## src/sleep_pkg.sv

```systemverilog
// Package for the sleep and power controller: register map, field
// positions, reset values, timing counts and the sleep state encoding.
// Assumes a 100 MHz system clock and a 32-bit Avalon-MM register bus.
package sleep_pkg;

	// Register byte offsets on the Avalon-MM slave
	localparam logic [3:0] OFS_CONTROL     = 4'h0;
	localparam logic [3:0] OFS_GATE        = 4'h4;
	localparam logic [3:0] OFS_STATUS      = 4'h8;
	localparam logic [3:0] OFS_WAKE_ENABLE = 4'hC;

	// Control register fields
	localparam int BIT_UNLOCK    = 2;   // brownout_off_unlock
	localparam int BIT_SEL_LO    = 3;   // sleep_select low bit
	localparam int BIT_SEL_HI    = 4;   // sleep_select high bit
	localparam int BIT_ARM       = 5;   // sleep_arm
	localparam int BIT_BOD_OFF   = 7;   // brownout_sleep_off (set by the timed sequence)

	// Gate register fields
	localparam int BIT_GATE_CONV = 0;   // gate_converter
	localparam int BIT_GATE_SER  = 1;   // gate_serial_unit
	localparam int BIT_GATE_T0   = 2;   // gate_timer_zero
	localparam int BIT_GATE_T1   = 3;   // gate_timer_one

	// Wake source vector bit positions
	localparam int WK_EXT_IRQ0   = 0;
	localparam int WK_PIN_CHANGE = 1;
	localparam int WK_STORE_RDY  = 2;
	localparam int WK_SER_START  = 3;
	localparam int WK_CONV_DONE  = 4;
	localparam int WK_OTHER_IO   = 5;
	localparam int WK_WATCHDOG   = 6;
	localparam int WAKE_W        = 7;

	// Reset values
	localparam logic [7:0] CONTROL_RST = 8'h00;
	localparam logic [3:0] GATE_RST    = 4'h0;
	localparam logic [6:0] WAKE_EN_RST = 7'h00;

	// Sleep mode encodings
	localparam logic [1:0] MODE_IDLE  = 2'h0;
	localparam logic [1:0] MODE_NOISE = 2'h1;
	localparam logic [1:0] MODE_DOWN  = 2'h2;

	// Timing figures in cycles
	localparam int UNLOCK_WINDOW = 4;   // cycles to finish the unlock
	localparam int BOD_DELAY     = 3;   // cycles until the bit is active
	localparam int BOD_HOLD      = 3;   // cycles the bit stays active
	localparam int HALT_CYCLES   = 4;   // halt after the start-up time

	// Timing in ns and derived start-up counts
	localparam int CLK_NS        = 10;
	localparam int STARTUP_NS    = 1000;
	localparam int RESET_WAKE_NS = 40000;
	localparam int STARTUP_CYC   = STARTUP_NS / CLK_NS;
	localparam int RESET_WAKE_CYC = RESET_WAKE_NS / CLK_NS;

	// Controller states, one-hot
	typedef enum logic [3:0] {
		ST_RUN   = 4'h1,   // Executing
		ST_SLEEP = 4'h2,   // Clocks gated per mode
		ST_START = 4'h4,   // Waiting out the start-up time
		ST_HALT  = 4'h8    // Four extra halt cycles
	} sleep_state_t;

endpackage : sleep_pkg

```

## src/wake_if.sv

```systemverilog
// Interface carrying the wake-source decision between the controller and
// its wake filter. Assumes both sit on the same clock.
`timescale 1ns/1ps
interface wake_if;
	import sleep_pkg::*;
	logic [1:0]        mode;      // Active sleep mode
	logic              asleep;    // Controller is in sleep
	logic [WAKE_W-1:0] events;    // Synchronised wake events
	logic [WAKE_W-1:0] enables;   // Interrupt enables
	logic              irq0_lvl;  // external_irq0 is level mode
	logic              wake;      // Qualified wake request

	modport ctrl (output mode, output asleep, output enables,
		output irq0_lvl, input events, input wake);
	modport filt (input mode, input asleep, input enables,
		input irq0_lvl, output events, output wake);
endinterface : wake_if

```

## src/wake_filter.sv

```systemverilog
// Wake filter: synchronises raw wake lines (three stages, change counts
// when stages two and three agree) and masks them per sleep mode.
// Assumes raw event lines are asynchronous levels.
`timescale 1ns/1ps
module wake_filter
	import sleep_pkg::*;
(
	input  wire logic              mclk,      // System clock
	input  wire logic              nrst,      // Sync reset, active low
	input  wire logic [WAKE_W-1:0] raw_evt,   // Raw wake event levels
	wake_if.filt                   wk         // Link to the controller
);
	logic [WAKE_W-1:0] s1_ff;    // First synchroniser stage
	logic [WAKE_W-1:0] s2_ff;    // Second stage
	logic [WAKE_W-1:0] s3_ff;    // Third stage
	logic [WAKE_W-1:0] evt_ff;   // Filtered level
	logic [WAKE_W-1:0] allow;    // Sources allowed in this mode

	// Three-stage synchroniser; only s2 reads s1
	always_ff @(posedge mclk) begin
		if (!nrst) begin
			s1_ff <= '0;
			s2_ff <= '0;
			s3_ff <= '0;
		end else begin
			s1_ff <= raw_evt;
			s2_ff <= s1_ff;
			s3_ff <= s2_ff;
		end
	end

	// Per bit: update only once stages two and three agree
	for (genvar i = 0; i < WAKE_W; i++) begin : g_agree
		always_ff @(posedge mclk) begin
			if (!nrst)
				evt_ff[i] <= 1'b0;
			else if (s2_ff[i] == s3_ff[i])
				evt_ff[i] <= s3_ff[i];
		end
	end

	assign wk.events = evt_ff;

	// Mode mask for the wake sources
	always_comb begin
		allow = '0;
		case (wk.mode)
			MODE_IDLE: begin
				allow = '1;
			end
			MODE_NOISE: begin
				allow[WK_CONV_DONE]  = 1'b1;
				allow[WK_STORE_RDY]  = 1'b1;
				allow[WK_PIN_CHANGE] = 1'b1;
				allow[WK_WATCHDOG]   = 1'b1;
				allow[WK_SER_START]  = 1'b1;
				allow[WK_EXT_IRQ0]   = wk.irq0_lvl;
			end
			MODE_DOWN: begin
				allow[WK_SER_START]  = 1'b1;
				allow[WK_PIN_CHANGE] = 1'b1;
				allow[WK_WATCHDOG]   = 1'b1;
				allow[WK_EXT_IRQ0]   = wk.irq0_lvl;
			end
			default: begin
				allow = '0; // Reserved mode never sleeps
			end
		endcase
	end

	// An enabled, allowed event wakes the controller
	assign wk.wake = wk.asleep && |(evt_ff & wk.enables & allow);

endmodule : wake_filter

```

## src/bod_unlock.sv

```systemverilog
// Timed unlock for brownout_sleep_off: the set sequence, a three-cycle
// delay until active and a three-cycle active window.
// Assumes write strobes come from the register slave on the same clock.
`timescale 1ns/1ps
module bod_unlock
	import sleep_pkg::*;
(
	input  wire logic mclk,       // System clock
	input  wire logic nrst,       // Sync reset, active low
	input  wire logic wr,         // Control register write pulse
	input  wire logic wr_off,     // Written brownout_sleep_off value
	input  wire logic wr_unlock,  // Written brownout_off_unlock value
	output logic      unlock,     // Unlock window open
	output logic      bod_off     // brownout_sleep_off active
);
	logic [2:0] win_ff;   // Unlock window counter
	logic [2:0] dly_ff;   // Delay until active
	logic [2:0] hold_ff;  // Active window counter

	// Arm the window on the first step of the sequence
	always_ff @(posedge mclk) begin
		if (!nrst)
			win_ff <= 3'h0;
		else if (wr && wr_off && wr_unlock)
			win_ff <= 3'(UNLOCK_WINDOW);
		else if (win_ff != 3'h0)
			win_ff <= win_ff - 3'h1;
	end

	// Second step inside the window starts the delay
	always_ff @(posedge mclk) begin
		if (!nrst)
			dly_ff <= 3'h0;
		else if (wr && wr_off && !wr_unlock && win_ff != 3'h0)
			dly_ff <= 3'(BOD_DELAY);
		else if (dly_ff != 3'h0)
			dly_ff <= dly_ff - 3'h1;
	end

	// Bit active for three cycles after the delay, then self clears
	always_ff @(posedge mclk) begin
		if (!nrst)
			hold_ff <= 3'h0;
		else if (dly_ff == 3'h1)
			hold_ff <= 3'(BOD_HOLD);
		else if (hold_ff != 3'h0)
			hold_ff <= hold_ff - 3'h1;
	end

	assign unlock  = (win_ff != 3'h0);
	assign bod_off = (hold_ff != 3'h0);

endmodule : bod_unlock

```

## src/sleep_ctrl.sv

```systemverilog
// Functional notes
// - Idle stops cpu and flash clocks
// - Noise mode also stops I/O clock
// - Power-down stops oscillator and all clocks
// - Sleep needs arm bit; mode sampled then
// - Wake holds cpu four cycles past start-up
// - Wake preserves registers and static memory
// - Reset during sleep restarts at vector
// - Idle: every interrupt source can wake
// - Noise mode: limited wake sources
// - Power-down: fewer wake sources still
// - Deep modes wake on level irq0 only
// - Idle/noise entry starts a conversion
// - Brownout off bit kills detector in power-down
// - Detector off at entry, on at wake
// - Detector off means reset-length wake delay
// - Brownout off bit needs unlock sequence
// - Unlock within four; active three, clears three
// - Gate bit stops clock, blocks register access
// - Ungating resumes peripheral unchanged
// - Gating applies in active and idle
// - Deep sleep disables digital input buffers
// - Converter stays on; restart needs extended conversion
// - Power-down disables comparator unless reference used
// - Mode 11 is reserved
// - Gate bits: 3 t1, 2 t0, 1 serial, 0 converter
//
// Top of the sleep and power controller: Avalon-MM slave, sleep state
// machine and clock-enable outputs for each domain.
// Assumes the core pulses sleep_instr for one cycle and stalls on cpu_halt.
`timescale 1ns/1ps
module sleep_ctrl
	import sleep_pkg::*;
#(
	parameter int STARTUP    = STARTUP_CYC,     // Normal start-up cycles
	parameter int RESET_WAKE = RESET_WAKE_CYC   // Reset-length start-up
)(
	input  wire logic              mclk,          // 100 MHz clock
	input  wire logic              nrst,          // Sync reset, active low
	input  wire logic [3:0]        avs_address,   // Byte address
	input  wire logic              avs_read,      // Read strobe
	input  wire logic              avs_write,     // Write strobe
	input  wire logic [3:0]        avs_byteenable, // Byte lanes
	input  wire logic [31:0]       avs_writedata, // Write data
	output logic [31:0]            avs_readdata,  // Read data
	output logic                   avs_waitrequest, // Stall
	input  wire logic              sleep_instr,   // Core executes sleep
	input  wire logic [WAKE_W-1:0] wake_raw,      // Raw wake sources
	input  wire logic              irq0_level,    // external_irq0 level mode
	input  wire logic              conv_enabled,  // Converter enabled
	input  wire logic              comp_uses_ref, // Comparator on reference
	input  wire logic              bod_fuse_on,   // brownout_level_fuse on
	output logic                   clk_en_cpu,    // cpu clock enable
	output logic                   clk_en_flash,  // flash clock enable
	output logic                   clk_en_io,     // I/O clock enable
	output logic                   clk_en_conv,   // Converter clock enable
	output logic                   fast_peripheral_clock_en, // Fast clock
	output logic                   osc_en,        // Main oscillator enable
	output logic [3:0]             periph_clk_en, // Per-peripheral enables
	output logic                   bod_en,        // Detector enable
	output logic                   comp_off,      // comparator_off force
	output logic                   input_buf_off, // Digital buffers off
	output logic                   conv_start,    // Auto conversion pulse
	output logic                   cpu_halt,      // Halt the core
	output logic                   wake_irq       // Wake: service interrupt
);
	sleep_state_t state_ff;          // Controller state
	sleep_state_t nxt_state;         // Next state
	logic [1:0]   mode_ff;           // Mode latched at entry
	logic [7:0]   control_ff;        // Control register bits
	logic [3:0]   gate_ff;           // peripheral_gate_reg
	logic [6:0]   wake_en_ff;        // Interrupt enable per source
	logic         bod_cut_ff;        // Detector off this sleep
	logic [15:0]  cnt_ff;            // Start-up and halt counter
	logic         wr_ack_ff;         // Access completes this cycle
	logic         req;               // Access pending
	logic         wr_ctl;            // Control register write pulse
	logic         unlock;            // Unlock window open
	logic         bod_off;           // brownout_sleep_off active
	logic         go_sleep;          // Qualified sleep request
	logic [31:0]  rd_mux;            // Read data mux

	wake_if wk ();

	// Wake filter and mode mask
	wake_filter u_wake (
		.mclk    (mclk),
		.nrst    (nrst),
		.raw_evt (wake_raw),
		.wk      (wk)
	);

	// Timed unlock for the brownout off bit
	bod_unlock u_bod (
		.mclk      (mclk),
		.nrst      (nrst),
		.wr        (wr_ctl),
		.wr_off    (avs_writedata[BIT_BOD_OFF]),
		.wr_unlock (avs_writedata[BIT_UNLOCK]),
		.unlock    (unlock),
		.bod_off   (bod_off)
	);

	assign wk.mode     = mode_ff;
	assign wk.asleep   = (state_ff == ST_SLEEP);
	assign wk.enables  = wake_en_ff;
	assign wk.irq0_lvl = irq0_level;

	// Bus access: every access waits one cycle, then completes
	assign req    = avs_read || avs_write;
	assign wr_ctl = avs_write && wr_ack_ff && avs_byteenable[0]
		&& (avs_address == OFS_CONTROL);

	// One-cycle wait state, cleared on the completing edge
	always_ff @(posedge mclk) begin
		if (!nrst)
			wr_ack_ff <= 1'b0;
		else
			wr_ack_ff <= req && !wr_ack_ff;
	end

	always_comb begin
		avs_waitrequest = req && !wr_ack_ff;
	end

	// Control register: arm and mode bits, written by software
	always_ff @(posedge mclk) begin
		if (!nrst)
			control_ff <= CONTROL_RST;
		else if (wr_ctl) begin
			control_ff[BIT_ARM]    <= avs_writedata[BIT_ARM];
			control_ff[BIT_SEL_HI] <= avs_writedata[BIT_SEL_HI];
			control_ff[BIT_SEL_LO] <= avs_writedata[BIT_SEL_LO];
		end
	end

	// Gate and wake enable registers
	always_ff @(posedge mclk) begin
		if (!nrst) begin
			gate_ff    <= GATE_RST;
			wake_en_ff <= WAKE_EN_RST;
		end else if (avs_write && wr_ack_ff && avs_byteenable[0]) begin
			if (avs_address == OFS_GATE)
				gate_ff <= avs_writedata[3:0];
			if (avs_address == OFS_WAKE_ENABLE)
				wake_en_ff <= avs_writedata[6:0];
		end
	end

	// Read mux; unmapped addresses read zero
	always_comb begin
		rd_mux = 32'h0000_0000;
		case (avs_address)
			OFS_CONTROL: begin
				rd_mux[BIT_BOD_OFF] = bod_off;
				rd_mux[BIT_ARM]     = control_ff[BIT_ARM];
				rd_mux[BIT_SEL_HI]  = control_ff[BIT_SEL_HI];
				rd_mux[BIT_SEL_LO]  = control_ff[BIT_SEL_LO];
				rd_mux[BIT_UNLOCK]  = unlock;
			end
			OFS_GATE:        rd_mux[3:0] = gate_ff;
			OFS_STATUS: begin
				rd_mux[3:0] = state_ff;
				rd_mux[5:4] = mode_ff;
				rd_mux[6]   = bod_cut_ff;
			end
			OFS_WAKE_ENABLE: rd_mux[6:0] = wake_en_ff;
			default:         rd_mux = 32'h0000_0000;
		endcase
	end

	// Read data registered on the edge that ends the wait cycle
	always_ff @(posedge mclk) begin
		if (!nrst)
			avs_readdata <= 32'h0000_0000;
		else if (avs_read && !wr_ack_ff)
			avs_readdata <= rd_mux;
	end

	// Sleep only when armed and the mode is not reserved
	assign go_sleep = sleep_instr && control_ff[BIT_ARM]
		&& ({control_ff[BIT_SEL_HI], control_ff[BIT_SEL_LO]}
		!= 2'h3);

	// State transitions; reset in any state returns to run
	always_comb begin
		nxt_state = state_ff;
		case (state_ff)
			ST_RUN:   if (go_sleep) nxt_state = ST_SLEEP;
			ST_SLEEP: if (wk.wake) nxt_state = ST_START;
			ST_START: if (cnt_ff == 16'h0) nxt_state = ST_HALT;
			ST_HALT:  if (cnt_ff == 16'h0) nxt_state = ST_RUN;
			default:  nxt_state = ST_RUN;
		endcase
	end

	// State register; sync reset is the reset-vector wake
	always_ff @(posedge mclk) begin
		if (!nrst)
			state_ff <= ST_RUN;
		else
			state_ff <= nxt_state;
	end

	// Latch mode and detector cut at entry
	always_ff @(posedge mclk) begin
		if (!nrst) begin
			mode_ff    <= MODE_IDLE;
			bod_cut_ff <= 1'b0;
		end else if (state_ff == ST_RUN && go_sleep) begin
			mode_ff    <= {control_ff[BIT_SEL_HI], control_ff[BIT_SEL_LO]};
			bod_cut_ff <= bod_off && control_ff[BIT_SEL_HI];
		end else if (state_ff == ST_HALT && cnt_ff == 16'h0)
			bod_cut_ff <= 1'b0;
	end

	// Start-up then halt counter; reset-length start if detector was cut
	always_ff @(posedge mclk) begin
		if (!nrst)
			cnt_ff <= 16'h0;
		else if (state_ff == ST_SLEEP && wk.wake)
			cnt_ff <= bod_cut_ff ? 16'(RESET_WAKE - 1)
				: 16'(STARTUP - 1);
		else if (state_ff == ST_START && cnt_ff == 16'h0)
			cnt_ff <= 16'(HALT_CYCLES - 1);
		else if (cnt_ff != 16'h0)
			cnt_ff <= cnt_ff - 16'h1;
	end

	// Clock domain enables per mode; nothing here touches memory
	// contents, so register file and static memory simply hold.
	always_ff @(posedge mclk) begin
		if (!nrst) begin
			clk_en_cpu               <= 1'b1;
			clk_en_flash             <= 1'b1;
			clk_en_io                <= 1'b1;
			clk_en_conv              <= 1'b1;
			fast_peripheral_clock_en <= 1'b1;
			osc_en                   <= 1'b1;
		end else if (nxt_state == ST_SLEEP) begin
			clk_en_cpu   <= 1'b0;
			clk_en_flash <= 1'b0;
			clk_en_io    <= (nxt_mode() == MODE_IDLE);
			clk_en_conv  <= (nxt_mode() != MODE_DOWN);
			fast_peripheral_clock_en <= (nxt_mode() == MODE_IDLE);
			osc_en       <= (nxt_mode() != MODE_DOWN);
		end else begin
			clk_en_cpu               <= (nxt_state == ST_RUN);
			clk_en_flash             <= (nxt_state == ST_RUN);
			clk_en_io                <= 1'b1;
			clk_en_conv              <= 1'b1;
			fast_peripheral_clock_en <= 1'b1;
			osc_en                   <= 1'b1;
		end
	end

	// Mode that applies in the coming cycle
	function automatic logic [1:0] nxt_mode();
		if (state_ff == ST_RUN)
			return {control_ff[BIT_SEL_HI], control_ff[BIT_SEL_LO]};
		return mode_ff;
	endfunction : nxt_mode

	// Per-peripheral gating; deep modes stop the domain clock anyway
	always_ff @(posedge mclk) begin
		if (!nrst)
			periph_clk_en <= 4'hF;
		else
			periph_clk_en <= ~gate_ff;
	end

	// Detector, comparator and input buffer controls
	always_ff @(posedge mclk) begin
		if (!nrst) begin
			bod_en        <= 1'b0;
			comp_off      <= 1'b0;
			input_buf_off <= 1'b0;
		end else begin
			bod_en <= bod_fuse_on && !(nxt_state == ST_SLEEP
				&& ((state_ff == ST_RUN && bod_off
				&& control_ff[BIT_SEL_HI]) || bod_cut_ff));
			comp_off <= (nxt_state == ST_SLEEP)
				&& (nxt_mode() == MODE_DOWN) && !comp_uses_ref;
			input_buf_off <= (nxt_state == ST_SLEEP)
				&& (nxt_mode() == MODE_DOWN);
		end
	end

	// Auto conversion on idle/noise entry; converter never forced off
	always_ff @(posedge mclk) begin
		if (!nrst)
			conv_start <= 1'b0;
		else
			conv_start <= (state_ff == ST_RUN) && go_sleep && conv_enabled
				&& !control_ff[BIT_SEL_HI];
	end

	// Halt the core except while running; pulse to service on wake
	always_ff @(posedge mclk) begin
		if (!nrst) begin
			cpu_halt <= 1'b0;
			wake_irq <= 1'b0;
		end else begin
			cpu_halt <= (nxt_state != ST_RUN);
			wake_irq <= (state_ff == ST_HALT) && (nxt_state == ST_RUN);
		end
	end

endmodule : sleep_ctrl

```

## config.mk

```make
export PLATFORM = sky130hd
export DESIGN_NAME = sleep_ctrl
export DESIGN_NICKNAME = d
export VERILOG_FILES = /design/src/sleep_pkg.sv /design/src/wake_if.sv /design/src/wake_filter.sv /design/src/bod_unlock.sv /design/src/sleep_ctrl.sv
export SDC_FILE = /design/constraint.sdc
export NUM_CORES = 1
export LEC_CHECK = 0
export ABC_AREA = 1
export BUFFER_PORTS_ARGS = -buffer_cell sky130_fd_sc_hd__buf_2
export CORE_MARGIN = 4
export CORE_UTILIZATION = 47
export CTS_CLUSTER_DIAMETER = 30
export DETAILED_ROUTE_END_ITERATION = 16
export PLACE_DENSITY = 0.81
export SYNTH_ARGS = -nofsm -noshare
export SYNTH_HDL_FRONTEND = slang
export SYNTH_SLANG_ARGS = --single-unit
export TNS_END_PERCENT = 5
```

## constraint.sdc

```tcl
create_clock -name mclk -period 1.6 [get_ports mclk]
set_clock_uncertainty 0.1 [all_clocks]
set_input_delay 0.08 -clock mclk [delete_from_list [all_inputs] [get_ports mclk]]
set_output_delay 0.08 -clock mclk [all_outputs]
set_load 0.005 [all_outputs]
```

==> out/qor.yml <==
global_route:
  grt.overflow.total: 0
  grt_pass1_wl_um: 17000
  grt_start_max_net_pins: 40
  grt_util_all_layers: 0.186
  antenna_found_initial: 0
  grt_pass1_vias: 3851
synth:
  synth.avg_cell_area_um2: 7.47
  syn_inst: 596
  syn-cell-area_mm2: 0.00445
  synth_ff_type: "dfxtp_1"
  synth_edf_count: 0
  synth_seq_area_share: 0.432
  yosys_warnings: 0
  yosys-top-cells-area: "dfxtp_1 43%, nand2_1 10%, nor2_1 7.2%, inv_1 7.1%, buf_4 4.6%"
  synth_largest_area_cell: "dfxtp_1"
  ys_ff_latch: 96
  yosys.cell_types.count: 46
  synth_common_cells: "120 x nand2_1, 96 x dfxtp_1, 85 x nor2_1"
  synth.most_common_cell: "nand2_1"
  synthArstFlopShare: 0
  synth_top_cell_area_share: 0.432
die:
  initial_core_util: 0.482
  rows: 35
  io_pins: 105
  die_height_um: 105
  die-area_mm2: 0.0111
  die_w_um: 105
  core_area_mm2: 0.00924
worst_setup_path:
  regToRegSetupSlack_ns: -0.12
  cpMostUsedCell: "nand2_1"
  r2r_cells: 11
  timing.critical_path.slowest_cell_delay_ns: 0.36
  path_depth: 11
  cp_max_fo: 7
  r2r_end: "cnt_ff[11]$_SDFFE_PN0P_"
  path_class: "reg2reg"
  cp-endpoint: "cnt_ff[11]$_SDFFE_PN0P_"
  cp_top_family: "simple AND/OR/NAND/NOR gates"
  crit_start: "mode_ff[1]$_SDFFE_PN0P_"
  worst_ep_required_time_ns: 1.80
  rr_startpoint: "mode_ff[1]$_SDFFE_PN0P_"
  critPathBufInv: 2
  crit_arrival_ns: 1.92
  crit_path_cell_trace: "inv_4 -> ha_4 -> or2_1 -> a21oi_2 -> nand2_4 -> nand2_8 -> buf_6 -> nand3_2 -> nand2_1 -> nand2_1 -> nor2_1"
  cp-start-kind: "flop"
  endpoint_kind: "flop"
  cp_slowest_cell: "dfxtp_2"
finish:
  nNetsFinal: 767
  syn_to_final_growth_pct: 22.5
  fillCellCount: 819
  finalInstanceArea_mm2: 0.00546
  drive_gt1_frac: 0.229
  antenna_cells: 0
drt:
  drc: 0
  routed-wl-met2_um: 5210
  met1_length_um: 4210
  drtIter0Drc: 201
  met3_length_um: 543
  totalWireLength_um: 10100
  routedWlPerCell_um: 12.2
  detail_route.vias_per_cell: 4.69
  top_layer: "met4"
  dr.pass1.iters: 5
  ant_nets: 0
  vias: 3903
place:
  dp_hpwl_um: 7440
  gp_congestion: 0.851
  placed_area_mm2: 0.00496
  port_buffers: 53
sta:
  period_needed_ns: 1.72
  hold_viol_final: 0
  setup_slack_ns: -0.119
  grt_setup_unrepaired: "true"
  finalSetupViolCount: 22
  maxSlewViolCount: 0
  max_freq_mhz: 582
  post-route-period-util: 1.07
run_status:
  violations: "negative setup slack"
  status: "finished, violations left"
run:
  cap_violations: 0
pwr:
  vdd_drop_max_uv: 546
  p_leak_uw: 0.00271
  power_density_mw_per_mm2: 1290
  power_uw: 7020
clocking:
  clk_pin_slew_ns: 0.09
  numCtsBuffers: 9
  cts_tree: "built"
  root_buffer: "clkbuf_8"
  insertion_delay_ns: 0.36
  h-tree-depth: 3
  clockBufferDepth: 2
  cts_num_sinks: 96
min_path:
  worstHoldPathType: "in2reg"
  hold_depth: 3
[worst min-delay path by stage]
| stage | from | end | slack (ns) |
|---|---|---|---|
| final | nrst | periph_clk_en[3]$_SDFF_PN1_ | 0.03 |
| after global routing | nrst | periph_clk_en[0]$_SDFF_PN1_ | 0.03 |
| after CTS | nrst | periph_clk_en[3]$_SDFF_PN1_ | 0.02 |
| after detailed placement | comp_uses_ref | comp_off$_SDFF_PN0_ | 0.16 |
| after global placement | comp_uses_ref | comp_off$_SDFF_PN0_ | 0.15 |
| after floorplan | comp_uses_ref | comp_off$_SDFF_PN0_ | 0.05 |
[metal layers]
metal	GRT usage	vias up
met5	0	-
met4	0.0619	0
met3	0.0380	15
met2	0.337	113
met1	0.217	1771
li1	-	2004
[repair_timing]
| item | in CTS | in global routing |
|---|---|---|
| gates resized for setup | 17 | 8 |
| endpoints found under the hold margin | 30 | 0 |
| hold buffers | 20 | 0 |
| buffers inserted | 5 | 0 |
| pin swaps | 8 | 2 |
| setup endpoints to repair | 24 | 33 |
[state kept, by name (all words and copies together) (netlist names), 2 cells and up]
| signal | cells |
|---|---|
| u_wake.wk.events | 7 |
| avs_readdata | 8 |
| u_wake.s3_ff | 7 |
| cnt_ff | 16 |
| u_bod.hold_ff | 3 |
| u_bod.dly_ff | 3 |
| u_wake.s1_ff | 7 |
| state_ff | 4 |
| mode_ff | 2 |
| gate_ff | 4 |
| periph_clk_en | 4 |
| control_ff | 3 |
| u_wake.s2_ff | 7 |
| wake_en_ff | 7 |
| u_bod.win_ff | 3 |
[report_power, final]
| group | switching [uW] | internal, uW | total, uW |
|---|---|---|---|
| registers | 192 | 2650 | 2840 |
| logic | 1600 | 1130 | 2730 |
| clock network | 841 | 610 | 1450 |
| total | 2630 | 4390 | 7020 |
[metrics by stage]
| stage | worst slack [ns] | instances | hold slack [ns] | setup TNS [ns] | utilization |
|---|---|---|---|---|---|
| final | -0.119 | 832 | 0.0349 | -1.36 | 0.590 |
| after global routing | -0.256 | 832 | 0.0298 | -4.47 | 0.590 |
| after CTS | -0.113 | 832 | 0.0209 | -1.38 | 0.589 |
| after detailed placement | -0.153 | 792 | 0.155 | -2.03 | 0.537 |
| after global placement | -0.102 | 792 | 0.151 | -1.12 | 0.537 |
| after floorplan | -0.0306 | 619 | 0.0497 | -0.250 | - |
[worst min-delay path, stage by stage]
cell     delay, ns
buf_2         0.11
buf_4         0.20
nand2_1       0.08
[area by class of cell]
class	count	area (um^2)	share of cell area
multi-input cells	394	2120	0.388
flip-flops and latches	96	1930	0.353
repair buffers	105	713	0.131
inverters	93	359	0.0658
well taps	129	161	0.0296
clock buffers	10	138	0.0252
clock inverters	5	38.8	0.00711
[placed cells by master (no fill, tap or decap), drive strengths merged]
master / count
inv: 94
nand3: 30
dlygate4sd3: 20
dfxtp: 96
nor4: 1
conb: 24
and3: 1
clkbuf: 10
xor2: 10
o2111ai: 1
clkinvlp: 1
or2: 2
o21bai: 1
clkinv: 3
xnor2: 1
ha: 12
nand2: 128
and2: 1
nand4: 5
a211oi: 1
a21oi: 34
nor3: 6
nor2: 94
o21ai: 33
o211ai: 4
o221ai: 1
o22ai: 1
nand3b: 3
buf: 85
[logic make-up after synthesis]
| group | synth area share |
|---|---|
| other | 0.000842 |
| DFF | 0.432 |
| AOI/OAI and AO/OA | 0.0958 |
| adders and majority gates | 0.0337 |
| xor gates and xnor gates | 0.0216 |
| and+or+nand+nor | 0.282 |
| buffers and inverters | 0.134 |
No activity file was read; power rests on OpenSTA's default activity.
